`src/hdl/pio_defs.svh`:
```
// offsets, field positions, reset values and nanosecond timings of the handshake card
`ifndef PIO_DEFS_SVH
`define PIO_DEFS_SVH

// ------------------------------------------------------------
// bus and data widths
// ------------------------------------------------------------
`define PIO_ADDR_W 12
`define PIO_DATA_W 16
`define PIO_CFG_W 9
`define PIO_STAT_W 8

// ------------------------------------------------------------
// register byte offsets
// ------------------------------------------------------------
`define PIO_OFF_CFG 12'h000
`define PIO_OFF_STAT 12'h004
`define PIO_OFF_IN 12'h008
`define PIO_OFF_OUT 12'h00c

// ------------------------------------------------------------
// option register fields
// ------------------------------------------------------------
`define PIO_CFG_CMD_LSB 0
`define PIO_CFG_RST_LSB 2
`define PIO_CFG_FEDGE_BIT 4
`define PIO_CFG_OGATE_BIT 5
`define PIO_CFG_IGATE_BIT 6
`define PIO_CFG_DMA_BIT 7
`define PIO_CFG_ASSOC_BIT 8
`define PIO_CFG_RESET 9'h040

// ------------------------------------------------------------
// status register fields
// ------------------------------------------------------------
`define PIO_ST_CMD_BIT 0
`define PIO_ST_CTRL_BIT 1
`define PIO_ST_FBUF_BIT 2
`define PIO_ST_FLAG_BIT 3
`define PIO_ST_ENC_BIT 4
`define PIO_ST_OE_BIT 5
`define PIO_ST_DFLAG_BIT 6
`define PIO_ST_PULSE_BIT 7

// ------------------------------------------------------------
// timing
// ------------------------------------------------------------
`define PIO_CLK_NS 5
`define PIO_PULSE_NS 1000

`endif

```
`src/hdl/pio_pkg.sv`:
```
// types shared by the handshake card modules
package pio_pkg;

  // jumper style option positions
  typedef enum logic [1:0] {
    PIO_OPT_A,
    PIO_OPT_B,
    PIO_OPT_C
  } pio_opt_e;

endpackage : pio_pkg

```
`src/hdl/pio_edge_sync.sv`:
```
// three stage input synchroniser with agreement filter and edge events
`timescale 1ns/100ps

module pio_edge_sync #(
  parameter int W = 1
) (
  input wire logic clk_i,
  input wire logic srst_i,
  input wire logic ce_i,
  input wire logic [W-1:0] async_i,
  output logic [W-1:0] level_o,
  output logic [W-1:0] rise_o,
  output logic [W-1:0] fall_o
);

  logic [W-1:0] s1_reg;
  logic [W-1:0] s2_reg;
  logic [W-1:0] s3_reg;
  logic [W-1:0] stable_reg;
  logic [W-1:0] rise_reg;
  logic [W-1:0] fall_reg;

  // a change counts only once stages two and three agree
  wire [W-1:0] agree = ~(s2_reg ^ s3_reg);
  wire [W-1:0] change = agree & (s3_reg ^ stable_reg);
  wire [W-1:0] stable_next = (stable_reg & ~change) | (s3_reg & change);

  always_ff @(posedge clk_i) begin
    if (srst_i) begin
      s1_reg <= '0;
      s2_reg <= '0;
      s3_reg <= '0;
      stable_reg <= '0;
      rise_reg <= '0;
      fall_reg <= '0;
    end else if (ce_i) begin
      s1_reg <= async_i;
      s2_reg <= s1_reg;
      s3_reg <= s2_reg;
      stable_reg <= stable_next;
      rise_reg <= change & s3_reg;
      fall_reg <= change & ~s3_reg;
    end
  end

  assign level_o = stable_reg;
  assign rise_o = rise_reg;
  assign fall_o = fall_reg;

endmodule : pio_edge_sync

```
`src/hdl/pio_pulse.sv`:
```
// retriggerable fixed length pulse with end event
`timescale 1ns/100ps

module pio_pulse #(
  parameter int CYCLES = 200
) (
  input wire logic clk_i,
  input wire logic srst_i,
  input wire logic ce_i,
  input wire logic start_i,
  output logic busy_o,
  output logic done_o
);

  localparam int CW = $clog2(CYCLES + 1);

  logic [CW-1:0] cnt_reg;
  logic done_reg;

  wire busy = (cnt_reg != '0);
  wire last = (cnt_reg == CW'(1));

  always_ff @(posedge clk_i) begin
    if (srst_i) begin
      cnt_reg <= '0;
      done_reg <= 1'b0;
    end else if (ce_i) begin
      if (start_i) begin
        cnt_reg <= CW'(CYCLES);
      end else if (busy) begin
        cnt_reg <= cnt_reg - CW'(1);
      end
      done_reg <= last & ~start_i;
    end
  end

  assign busy_o = busy;
  assign done_o = done_reg;

endmodule : pio_pulse

```
`src/hdl/pio_top.sv`:
```
// parallel handshake card: host strobes, device handshake, apb option and status registers
//
// The APB slave port and the address map are this design's own decisions.
`timescale 1ns/100ps
`include "pio_defs.svh"

// How it works
// - 16-bit storage registers; set-control sets command, driving encode to device.
// - set-control also sets control; interrupts only while control is set.
// - clear-flag resets flag buffer and flag, blocking early interrupts.
// - encode option: A level active low, B level active high, C low pulse.
// - device flag resets command: A rising, B falling, C at pulse end.
// - device flag sets flag buffer: A rising edge, B falling edge.
// - command reset edge and flag set edge are chosen independently.
// - gated input captures on flag buffer set while flag is tied to input; otherwise follows input lines.
// - device flag leads to skip condition or interrupt request toward host.
// - at T2 flag-enable with flag buffer set sets flag.
// - set flag raises interrupt unless higher priority device requests.
// - input-read strobe gates input register onto host input bus.
// - host tests flag through skip-if-set and skip-if-clear.
// - output-write at T4 loads output register, presented to device.
// - output lines change straight from old to new value.
// - output gating A drives data as set-control pulse; B drives always.
// - dma option A: control-clear or bus reset clear command; B: bus reset only.
// - flag logic tied to input register or output register, never both.
module pio_top
  import pio_pkg::*;
#(
  parameter int PULSE_CYCLES = (`PIO_PULSE_NS + `PIO_CLK_NS - 1) / `PIO_CLK_NS
) (
  input wire logic clk_i,
  input wire logic srst_i,
  input wire logic ce_i,
  input wire logic psel_i,
  input wire logic penable_i,
  input wire logic pwrite_i,
  input wire logic [`PIO_ADDR_W-1:0] paddr_i,
  input wire logic [31:0] pwdata_i,
  output logic [31:0] prdata_o,
  output logic pready_o,
  output logic pslverr_o,
  input wire logic t2_i,
  input wire logic t4_i,
  input wire logic set_control_strobe_i,
  input wire logic clear_flag_strobe_i,
  input wire logic control_clear_strobe_i,
  input wire logic bus_reset_strobe_i,
  input wire logic flag_enable_strobe_i,
  input wire logic input_read_strobe_i,
  input wire logic output_write_strobe_i,
  input wire logic skip_if_flag_set_i,
  input wire logic skip_if_flag_clear_i,
  input wire logic higher_prio_req_i,
  input wire logic [`PIO_DATA_W-1:0] host_output_data_bus_i,
  output logic [`PIO_DATA_W-1:0] host_input_data_bus_o,
  output logic skip_condition_o,
  output logic irq_o,
  input wire logic device_flag_i,
  input wire logic [`PIO_DATA_W-1:0] dev_data_i,
  output logic device_command_o,
  output logic [`PIO_DATA_W-1:0] dev_data_o,
  output logic dev_data_oe_o
);

  // ------------------------------------------------------------
  // helpers
  // ------------------------------------------------------------
  function automatic pio_opt_e to_opt(input logic [1:0] code);
    pio_opt_e opt;
    opt = PIO_OPT_C;
    case (code)
      2'h0: opt = PIO_OPT_A;
      2'h1: opt = PIO_OPT_B;
      default: opt = PIO_OPT_C;
    endcase
    return opt;
  endfunction : to_opt

  function automatic logic addr_hit(input logic [`PIO_ADDR_W-1:0] addr,
                                    input logic [`PIO_ADDR_W-1:0] off);
    return addr == off;
  endfunction : addr_hit

  // ------------------------------------------------------------
  // state
  // ------------------------------------------------------------
  logic cmd_reg;
  logic ctrl_reg;
  logic fbuf_reg;
  logic flag_reg;
  logic enc_reg;
  logic oe_reg;
  logic [`PIO_DATA_W-1:0] in_reg;
  logic [`PIO_DATA_W-1:0] out_reg;
  logic [`PIO_CFG_W-1:0] cfg_reg;
  logic [31:0] prdata_reg;
  logic pslverr_reg;
  logic cmd_next;
  logic ctrl_next;
  logic fbuf_next;
  logic flag_next;
  logic enc_next;

  // ------------------------------------------------------------
  // option decode
  // ------------------------------------------------------------
  wire pio_opt_e cmd_opt = to_opt(cfg_reg[`PIO_CFG_CMD_LSB +: 2]);
  wire pio_opt_e rst_opt = to_opt(cfg_reg[`PIO_CFG_RST_LSB +: 2]);
  wire fedge_fall = cfg_reg[`PIO_CFG_FEDGE_BIT];
  wire ogate_cont = cfg_reg[`PIO_CFG_OGATE_BIT];
  wire igate_on = cfg_reg[`PIO_CFG_IGATE_BIT];
  wire dma_keep = cfg_reg[`PIO_CFG_DMA_BIT];
  wire assoc_out = cfg_reg[`PIO_CFG_ASSOC_BIT];

  // ------------------------------------------------------------
  // device inputs
  // ------------------------------------------------------------
  logic dflag_level;
  logic dflag_rise;
  logic dflag_fall;
  logic [`PIO_DATA_W-1:0] ddata_level;
  logic pulse_busy;
  logic pulse_done;

  pio_edge_sync #(
    .W(1)
  ) u_flag_sync (
    .clk_i(clk_i),
    .srst_i(srst_i),
    .ce_i(ce_i),
    .async_i(device_flag_i),
    .level_o(dflag_level),
    .rise_o(dflag_rise),
    .fall_o(dflag_fall)
  );

  pio_edge_sync #(
    .W(`PIO_DATA_W)
  ) u_data_sync (
    .clk_i(clk_i),
    .srst_i(srst_i),
    .ce_i(ce_i),
    .async_i(dev_data_i),
    .level_o(ddata_level),
    .rise_o(),
    .fall_o()
  );

  // command pulse for party-line modes
  pio_pulse #(
    .CYCLES(PULSE_CYCLES)
  ) u_pulse (
    .clk_i(clk_i),
    .srst_i(srst_i),
    .ce_i(ce_i),
    .start_i(set_control_strobe_i),
    .busy_o(pulse_busy),
    .done_o(pulse_done)
  );

  // ------------------------------------------------------------
  // handshake events
  // ------------------------------------------------------------
  wire fbuf_evt = fedge_fall ? dflag_fall : dflag_rise;
  wire edge_a_rst = (rst_opt == PIO_OPT_A) & dflag_rise;
  wire edge_b_rst = (rst_opt == PIO_OPT_B) & dflag_fall;
  wire pulse_rst = (rst_opt == PIO_OPT_C) & pulse_done;
  wire cmd_rst_evt = edge_a_rst | edge_b_rst | pulse_rst;
  wire clc_clears_cmd = control_clear_strobe_i & ~dma_keep;
  wire flag_set_evt = t2_i & flag_enable_strobe_i & fbuf_reg;
  wire out_load = t4_i & output_write_strobe_i;
  // flag logic serves one register only
  wire in_capture = (igate_on & ~assoc_out) ? fbuf_evt : 1'b1;

  // ------------------------------------------------------------
  // flip-flop next values
  // ------------------------------------------------------------
  always_comb begin
    cmd_next = cmd_reg;
    if (bus_reset_strobe_i) begin
      cmd_next = 1'b0;
    end else if (set_control_strobe_i) begin
      cmd_next = 1'b1;
    end else if (clc_clears_cmd | cmd_rst_evt) begin
      cmd_next = 1'b0;
    end
  end

  always_comb begin
    ctrl_next = ctrl_reg;
    if (bus_reset_strobe_i) begin
      ctrl_next = 1'b0;
    end else if (set_control_strobe_i) begin
      ctrl_next = 1'b1;
    end else if (control_clear_strobe_i) begin
      ctrl_next = 1'b0;
    end
  end

  // set wins over clear-flag in the same cycle; bus reset wins over both
  always_comb begin
    fbuf_next = fbuf_reg;
    if (bus_reset_strobe_i) begin
      fbuf_next = 1'b0;
    end else if (fbuf_evt) begin
      fbuf_next = 1'b1;
    end else if (clear_flag_strobe_i) begin
      fbuf_next = 1'b0;
    end
  end

  always_comb begin
    flag_next = flag_reg;
    if (bus_reset_strobe_i) begin
      flag_next = 1'b0;
    end else if (flag_set_evt) begin
      flag_next = 1'b1;
    end else if (clear_flag_strobe_i) begin
      flag_next = 1'b0;
    end
  end

  // encode pin level per option
  always_comb begin
    case (cmd_opt)
      PIO_OPT_A: enc_next = ~cmd_reg;
      PIO_OPT_B: enc_next = cmd_reg;
      PIO_OPT_C: enc_next = ~(cmd_reg & pulse_busy);
      default: enc_next = ~cmd_reg;
    endcase
  end

  wire oe_next = ogate_cont | pulse_busy;

  // ------------------------------------------------------------
  // handshake flip-flops
  // ------------------------------------------------------------
  always_ff @(posedge clk_i) begin
    if (srst_i) begin
      cmd_reg <= 1'b0;
      ctrl_reg <= 1'b0;
      fbuf_reg <= 1'b0;
      flag_reg <= 1'b0;
      enc_reg <= 1'b1;
      oe_reg <= 1'b0;
    end else if (ce_i) begin
      cmd_reg <= cmd_next;
      ctrl_reg <= ctrl_next;
      fbuf_reg <= fbuf_next;
      flag_reg <= flag_next;
      enc_reg <= enc_next;
      oe_reg <= oe_next;
    end
  end

  // ------------------------------------------------------------
  // storage registers
  // ------------------------------------------------------------
  always_ff @(posedge clk_i) begin
    if (srst_i) begin
      in_reg <= '0;
      out_reg <= '0;
    end else if (ce_i) begin
      if (in_capture) begin
        in_reg <= ddata_level;
      end
      if (out_load) begin
        out_reg <= host_output_data_bus_i;
      end
    end
  end

  // ------------------------------------------------------------
  // host side outputs
  // ------------------------------------------------------------
  wire svc_req = flag_reg & ctrl_reg;
  wire skip_set = skip_if_flag_set_i & flag_reg;
  wire skip_clr = skip_if_flag_clear_i & ~flag_reg;

  assign irq_o = svc_req & ~higher_prio_req_i;
  assign skip_condition_o = skip_set | skip_clr;
  assign host_input_data_bus_o = input_read_strobe_i ? in_reg : '0;

  // ------------------------------------------------------------
  // device side outputs
  // ------------------------------------------------------------
  assign device_command_o = enc_reg;
  assign dev_data_o = out_reg;
  assign dev_data_oe_o = oe_reg;

  // ------------------------------------------------------------
  // apb slave
  // ------------------------------------------------------------
  wire hit_cfg = addr_hit(paddr_i, `PIO_OFF_CFG);
  wire hit_stat = addr_hit(paddr_i, `PIO_OFF_STAT);
  wire hit_in = addr_hit(paddr_i, `PIO_OFF_IN);
  wire hit_out = addr_hit(paddr_i, `PIO_OFF_OUT);
  wire hit_any = hit_cfg | hit_stat | hit_in | hit_out;
  wire apb_setup = psel_i & ~penable_i;
  wire cfg_write = psel_i & penable_i & pwrite_i & hit_cfg;

  logic [`PIO_STAT_W-1:0] status;
  always_comb begin
    status = '0;
    status[`PIO_ST_CMD_BIT] = cmd_reg;
    status[`PIO_ST_CTRL_BIT] = ctrl_reg;
    status[`PIO_ST_FBUF_BIT] = fbuf_reg;
    status[`PIO_ST_FLAG_BIT] = flag_reg;
    status[`PIO_ST_ENC_BIT] = enc_reg;
    status[`PIO_ST_OE_BIT] = oe_reg;
    status[`PIO_ST_DFLAG_BIT] = dflag_level;
    status[`PIO_ST_PULSE_BIT] = pulse_busy;
  end

  wire [31:0] rd_cfg = {{(32 - `PIO_CFG_W){1'b0}}, cfg_reg};
  wire [31:0] rd_stat = {{(32 - `PIO_STAT_W){1'b0}}, status};
  wire [31:0] rd_in = {{(32 - `PIO_DATA_W){1'b0}}, in_reg};
  wire [31:0] rd_out = {{(32 - `PIO_DATA_W){1'b0}}, out_reg};
  wire [31:0] rd_mux = hit_cfg ? rd_cfg :
                       hit_stat ? rd_stat :
                       hit_in ? rd_in :
                       hit_out ? rd_out : 32'h0000_0000;

  // read data and error are sampled in setup so the access phase needs no wait
  always_ff @(posedge clk_i) begin
    if (srst_i) begin
      cfg_reg <= `PIO_CFG_RESET;
      prdata_reg <= 32'h0000_0000;
      pslverr_reg <= 1'b0;
    end else if (ce_i) begin
      if (cfg_write) begin
        cfg_reg <= pwdata_i[`PIO_CFG_W-1:0];
      end
      if (apb_setup) begin
        prdata_reg <= pwrite_i ? 32'h0000_0000 : rd_mux;
        pslverr_reg <= ~hit_any;
      end
    end
  end

  assign pready_o = ce_i;
  assign prdata_o = prdata_reg;
  assign pslverr_o = pslverr_reg & psel_i & penable_i;

endmodule : pio_top

```
`config.mk`:
```
export PLATFORM = sky130hd
export DESIGN_NAME = pio_top
export DESIGN_NICKNAME = d
export VERILOG_FILES = /design/src/hdl/pio_pkg.sv /design/src/hdl/pio_edge_sync.sv /design/src/hdl/pio_pulse.sv /design/src/hdl/pio_top.sv
export VERILOG_INCLUDE_DIRS = /design/src /design/src/hdl
export SDC_FILE = /design/constraint.sdc
export NUM_CORES = 1
export LEC_CHECK = 0
export BUFFER_PORTS_ARGS = -buffer_cell sky130_fd_sc_hd__buf_4
export CORE_AREA = 10 10 144 146
export DETAILED_ROUTE_END_ITERATION = 8
export DIE_AREA = 0 0 154 156
export PLACE_DENSITY = 0.68
export REMOVE_ABC_BUFFERS = 1
export SYNTH_ARGS = -nofsm -noshare
export SYNTH_HDL_FRONTEND = slang
export SYNTH_SLANG_ARGS = --single-unit
```
`constraint.sdc`:
```
create_clock -name clk_i -period 2.85 [get_ports clk_i]
set_clock_uncertainty 0.15 [all_clocks]
set_input_delay 0.57 -clock clk_i [delete_from_list [all_inputs] [get_ports clk_i]]
set_output_delay 0.57 -clock clk_i [all_outputs]
set_load 0.02 [all_outputs]
```
# Word-level counts from Yosys, hierarchy flattened
# Index checks and enable logic that the tools add are counted.
dict set report word_totals {
  reg_bits 159
  wordCells 132
  out_inout_bits 70
  in_bits 95
}
dict set report op_classes {
  n_bitwise 55
  reduce_logical 19
  add_sub_neg 1
  n_eq_ne 10
  muxes 24
}
# op n
set op_table {}
lappend op_table {{16-bit two-way mux} 6}
lappend op_table {{16-bit bitwise AND} 3}
lappend op_table {{16-bit NOT} 2}
lappend op_table {{16-bit XOR} 2}
lappend op_table {{1-bit bitwise AND} 24}
lappend op_table {{12-bit by 4-bit == test with 1-bit output, second input constant} 2}
lappend op_table {{2-bit AND reduction} 9}
lappend op_table {{8-bit two-way mux} 2}
lappend op_table {{16-bit bitwise OR} 1}
lappend op_table {{1-bit two-way mux} 13}
lappend op_table {{12-bit by 3-bit == test with 1-bit output, second input constant} 1}
lappend op_table {{12-bit zero test} 1}
lappend op_table {{1-bit NOT} 12}
lappend op_table {{3-bit nonzero test} 4}
lappend op_table {{1-bit bitwise OR} 9}
lappend op_table {{2-bit by 1-bit == test with 1-bit output, second input constant} 4}
lappend op_table {{8-bit by 1-bit == test with 1-bit output, second input constant} 1}
lappend op_table {{2-bit case mux with 2 select lines} 2}
lappend op_table {{8-bit nonzero test} 1}
lappend op_table {{8-bit by 1-bit subtractor with 8-bit output, second input constant} 1}
lappend op_table {{2-bit zero test} 3}
lappend op_table {{2-bit == test, second input constant} 2}
lappend op_table {{1-bit case mux with 2 select lines} 1}
lappend op_table {{2-bit nonzero test} 1}
lappend op_table {{1-bit XOR} 2}

# Depth between registers and ports, before layout
dict set report logic_depth {
  word_depth 10
  depth_mapped 7
  ltp_nobuf 6
}

# Cells and area by module
# Synthesis repeated with hierarchy kept, for this count alone.
dict set report hier_totals {
  cells_unflattened 804
  hier_area_um2 7628.6
}
# mod cells_each area_per_inst_um2 n_inst seq_area_each_um2
set modules_own_cells {}
lappend modules_own_cells {{pio_edge_sync (u_data_sync)} 396 3898.7 1 1921.8}
lappend modules_own_cells {pio_top 325 2949.1 1 1281.2}
lappend modules_own_cells {pio_pulse 59 520.5 1 180.2}
lappend modules_own_cells {{pio_edge_sync (u_flag_sync)} 24 260.2 1 120.1}

# Worst setup path after synthesis
# No wires, ideal clock.
dict set report synth_timing {
  kind {register to register}
  startpoint {reg u_pulse.cnt_reg[0]}
  endpoint {reg u_pulse.cnt_reg[7]}
  setup_ps 133
  t_required_ps 2567
  path_stages_with_launch 7
  path_buffers 0
  setup_slack_ps 1015
  arrival_ps 1552
  synth_period_minus_slack_ps 1835
  path_cell_list {dfxtp_1 inv_1 ha_1 or4b_4 a31o_1 a21oi_1 a311oi_1}
}
dict set report synth_between {
  elab_chain_cells 3
  elab_cells_between_ends 6
  cone_classes {1 x add/sub; 2 x mux; 3 x reduce/logical}
}
# element line
set synth_lines {}
lappend synth_lines {{start: declaration} pio_pulse.sv:17} ;# logic [CW-1:0] cnt_reg;
lappend synth_lines {{start signal: assignment} pio_pulse.sv:29} ;# cnt_reg <= CW'(CYCLES);
lappend synth_lines {{start signal: assignment} pio_pulse.sv:31} ;# cnt_reg <= cnt_reg - CW'(1);
lappend synth_lines {{8-bit by 1-bit subtractor with 8-bit output or 8-bit nonzero test (tied branches)} {pio_pulse.sv:31, pio_pulse.sv:20}}
lappend synth_lines {{8-bit two-way mux or 2-bit nonzero test (tied branches)} n/a}
lappend synth_lines {{8-bit two-way mux or 2-bit AND reduction (tied branches)} n/a}
# Several ways; a longest one is shown, not always the timed one. The select of a mux whose other input is x is not followed.
# A chain may end at the register's enable or synchronous reset.

# Final worst setup path
dict set report layout_timing {
  startpoint {reg flag_reg}
  endpoint {out skip_condition_o}
}
dict set report layout_between {
  elab_chain_cells 3
  elab_cells_between_ends 4
  cone_classes {4 x bitwise}
}
# element line
set layout_lines {}
lappend layout_lines {{start: declaration} pio_top.sv:90} ;# logic flag_reg;
lappend layout_lines {{start signal: assignment} pio_top.sv:250} ;# flag_reg <= flag_next;
lappend layout_lines {{1-bit NOT} pio_top.sv:278} ;# wire skip_clr = skip_if_flag_clear_i & ~flag_reg;
lappend layout_lines {{1-bit bitwise AND} pio_top.sv:278}
lappend layout_lines {{1-bit bitwise OR (*)} pio_top.sv:281} ;# assign skip_condition_o = skip_set | skip_clr;
lappend layout_lines {{end: declaration} pio_top.sv:56} ;# output logic skip_condition_o,
# Every way passes the cells marked *; elsewhere a longest branch is shown, timed or not.

==> results.md <==
- Clock share of power: roughly half
- N_diodes: 0
- LEAKAGE: between 3 and 4 nW
- Post-CTS setup buffer count: 0
- Critical-path maximum fanout: 4
- Crit-path slowest cell: dfxtp_1
- Final net count: roughly 880
- Synth warn: 0
- Via count: 4958
- GR peak layer: met2
- Final setup fails: 0
- Area Growth Syn to Fin: 27.9%
- Placeable core area: 17800 um^2
- Maximum VDD drop: between 0.4 and 0.5 mV
- Num CTS Buffers: 17
- Worst-margin pin slew: 830 ps
- Sw Ratio: between 20% and 30%
- Power Density: approximately 640 nW/um^2
- Wire per inst: about 17 um
- Most common cell in the synthesized netlist: dfxtp_1
- Placed insts: 991
- Rel. slew slack: 44.5%
- Number of global-route vias before repair: 4775
- RSZ-0062 raised after global routing: no
- Initial antenna violation count: 0
- Cell Int Power: between 3 and 4 mW
- Layout cell share with drive strength beyond 1: a little under a quarter
- Register area share after synthesis: 46.4%
- Maximum clock rate: about 0.48 GHz
- M1 GR Usage: roughly 17%
- Area leader, netlist: dfxtp_1
- HPWL Detailed: approximately 12 mm
- Psw: about 1.1 mW
- Synth Area per Inst: between 9 and 10 um^2
- Maximum capacitance violations: 0
- # clock sinks: 143
- Clk buf depth: 2
- Root buffer cell: clkbuf_16
- Non-filler cells, final: about 1000
- Top post-synthesis cells by area: dfxtp_1, mux2i_1, nor2_1
- Cts hold-fix bufs: 0
- Height of the die: 156 um
- DR iter-0 viols: 267
- Worst path cell trace: mux2_2, buf_4
- CTS clk-pin slew, worst paths: ~60 ps
- Asr flop ratio synth: 0%
- Io pins: 165
- Setup TNS: 0 ps
- Die Wd: between 150 and 200 um
- GRT Util Overall: between 10% and 20%
- Flops & latches, synth: approximately 140
- GR met2 Demand/Resource: between 20% and 30%
- PortBufs: 125
- Final WL: 17.2 mm
- Overflow after GRT: 0
- Post-synth EDFFs: 0
- Largest delay share family, worst path: flip-flops
- Hold/Removal Path Class: primary input to register
- Critical path capture point type: primary output
- Max incr delay on CP: 450 ps
- R2r setup slk: just over 800 ps
- Crit path required time: ~2100 ps
- Drt pass-1 iters: 4
- Num rows: just under 50
- Met3 Use GR: between 4 and 5%
- Clk_lat worst skew: 410 ps
- Comb power frac: a little under a tenth
- First-pass GRT wire length: 25.9 mm
- Crit path buf inv count: 1
- ANT nets after route: 0
- Largest net degree at the start of global routing: about 130
- Vias/cell: around 4.8
- Critical path arrival: roughly 1400 ps
- Die Area: 24000 um^2
- Drc violations: 0
- Initial core utilization: between 30% and 40%
- CTS tree: built
- Final period util: between 70% and 80%
- Post-CTS resize count: 0
- Final Slew Violations: 0
- Synth Flop Type: dfxtp_1
- Synthesized instance count: 670
- Mapped Area: roughly 6200 um^2
- Final Critical Period: 2100 ps
- Most frequent cells after synthesis: dfxtp_1, mux2i_1, nor2_1
- Netlist cell types: 55
- WS Path Type: register to primary output
- Post-synth top area share: 46.4%
- H-tree level count: 4
- GPL Wtd Cong: slightly below 0.8
- Part of the power in registers: a little over 40%
- Final Hold Vio Count: 0
- Worst Setup Start Kind: register
- Status: complete, no violations
## worst register-to-register path: cells and delay by family, from the launching register on
family	cells	cell delay, ps
muxes	2	610
and+or+nand+nor	1	70
DFF	1	380
AOI/OAI and AO/OA	1	680
## placed cells by master, fill, tap and decap left out, types with 17 or more instances in the layout
cell / netlist / routed
dfxtp_1: 143 / 143
buf_4: 21 / 130
mux2i_1: 93 / 93
nor2_1: 87 / 87
nand2_1: 83 / 83
a21oi_1: 43 / 43
o21ai_0: 23 / 23
nand2b_1: 22 / 22
a21o_1: 17 / 17
clkbuf_16: 0 / 17
## cell families after synthesis
group                    Yosys count  synth area share [%]
buffers and inverters             59                  5.21
AO/OA/AOI/OAI                    123                  12.3
adder cells (fa/ha/maj)            3                 0.609
AND/OR/NAND/NOR                  243                  19.5
flip-flops                       143                  46.4
XOR/XNOR                           2                 0.284
multiplexers                      96                  15.7
other                              1                0.0608
## per-layer routing
metal / vias up / wire length, um
li1: 2503 / -
met1: 2291 / 7840
met2: 140 / 8000
met3: 24 / 1100
met4: 0 / 257
met5: - / 0
## stage by stage
stage	setup slack [ps]	hold WS [ps]	util (%)	instance area (um^2)	total power, mW
after floorplan	1020	285	-	5920	2.38
after global placement	721	287	40.5	7220	2.62
after detailed placement	694	292	40.5	7220	2.62
after CTS	710	222	44.2	7890	5.13
after global routing	699	222	44.2	7890	5.27
final	748	238	44.2	7890	5.09
## power groups by stage
stage          clock [mW]  sequential (mW)  combinational [mW]
2_1_floorplan           0             2.14               0.237
3_3_place_gp            0             2.14               0.476
3_5_place_dp            0             2.14               0.481
4_1_cts              2.55             2.10               0.483
5_1_grt              2.63             2.11               0.527
6_report             2.51             2.10               0.479
## path summary, 6_finish.rpt
path,from,end,cells past startpoint
worst min-delay path,dev_data_i[4],u_data_sync.s1_reg[4],3
worst max register to register,cfg_reg[4],in_reg[9],4
worst min register to register,prdata_o[8],prdata_o[8],2
worst max-delay path,flag_reg,skip_condition_o,2
## final cells by class
class	count	area [um^2]
clock buffer	21	460
clock inverter	11	210
fill	1752	9950
inverter	4	15.0
multi-input combinational	483	3040
sequential	143	2860
tap	229	287
timing repair buffer	132	1020
Power figures use the tool's default switching activity.
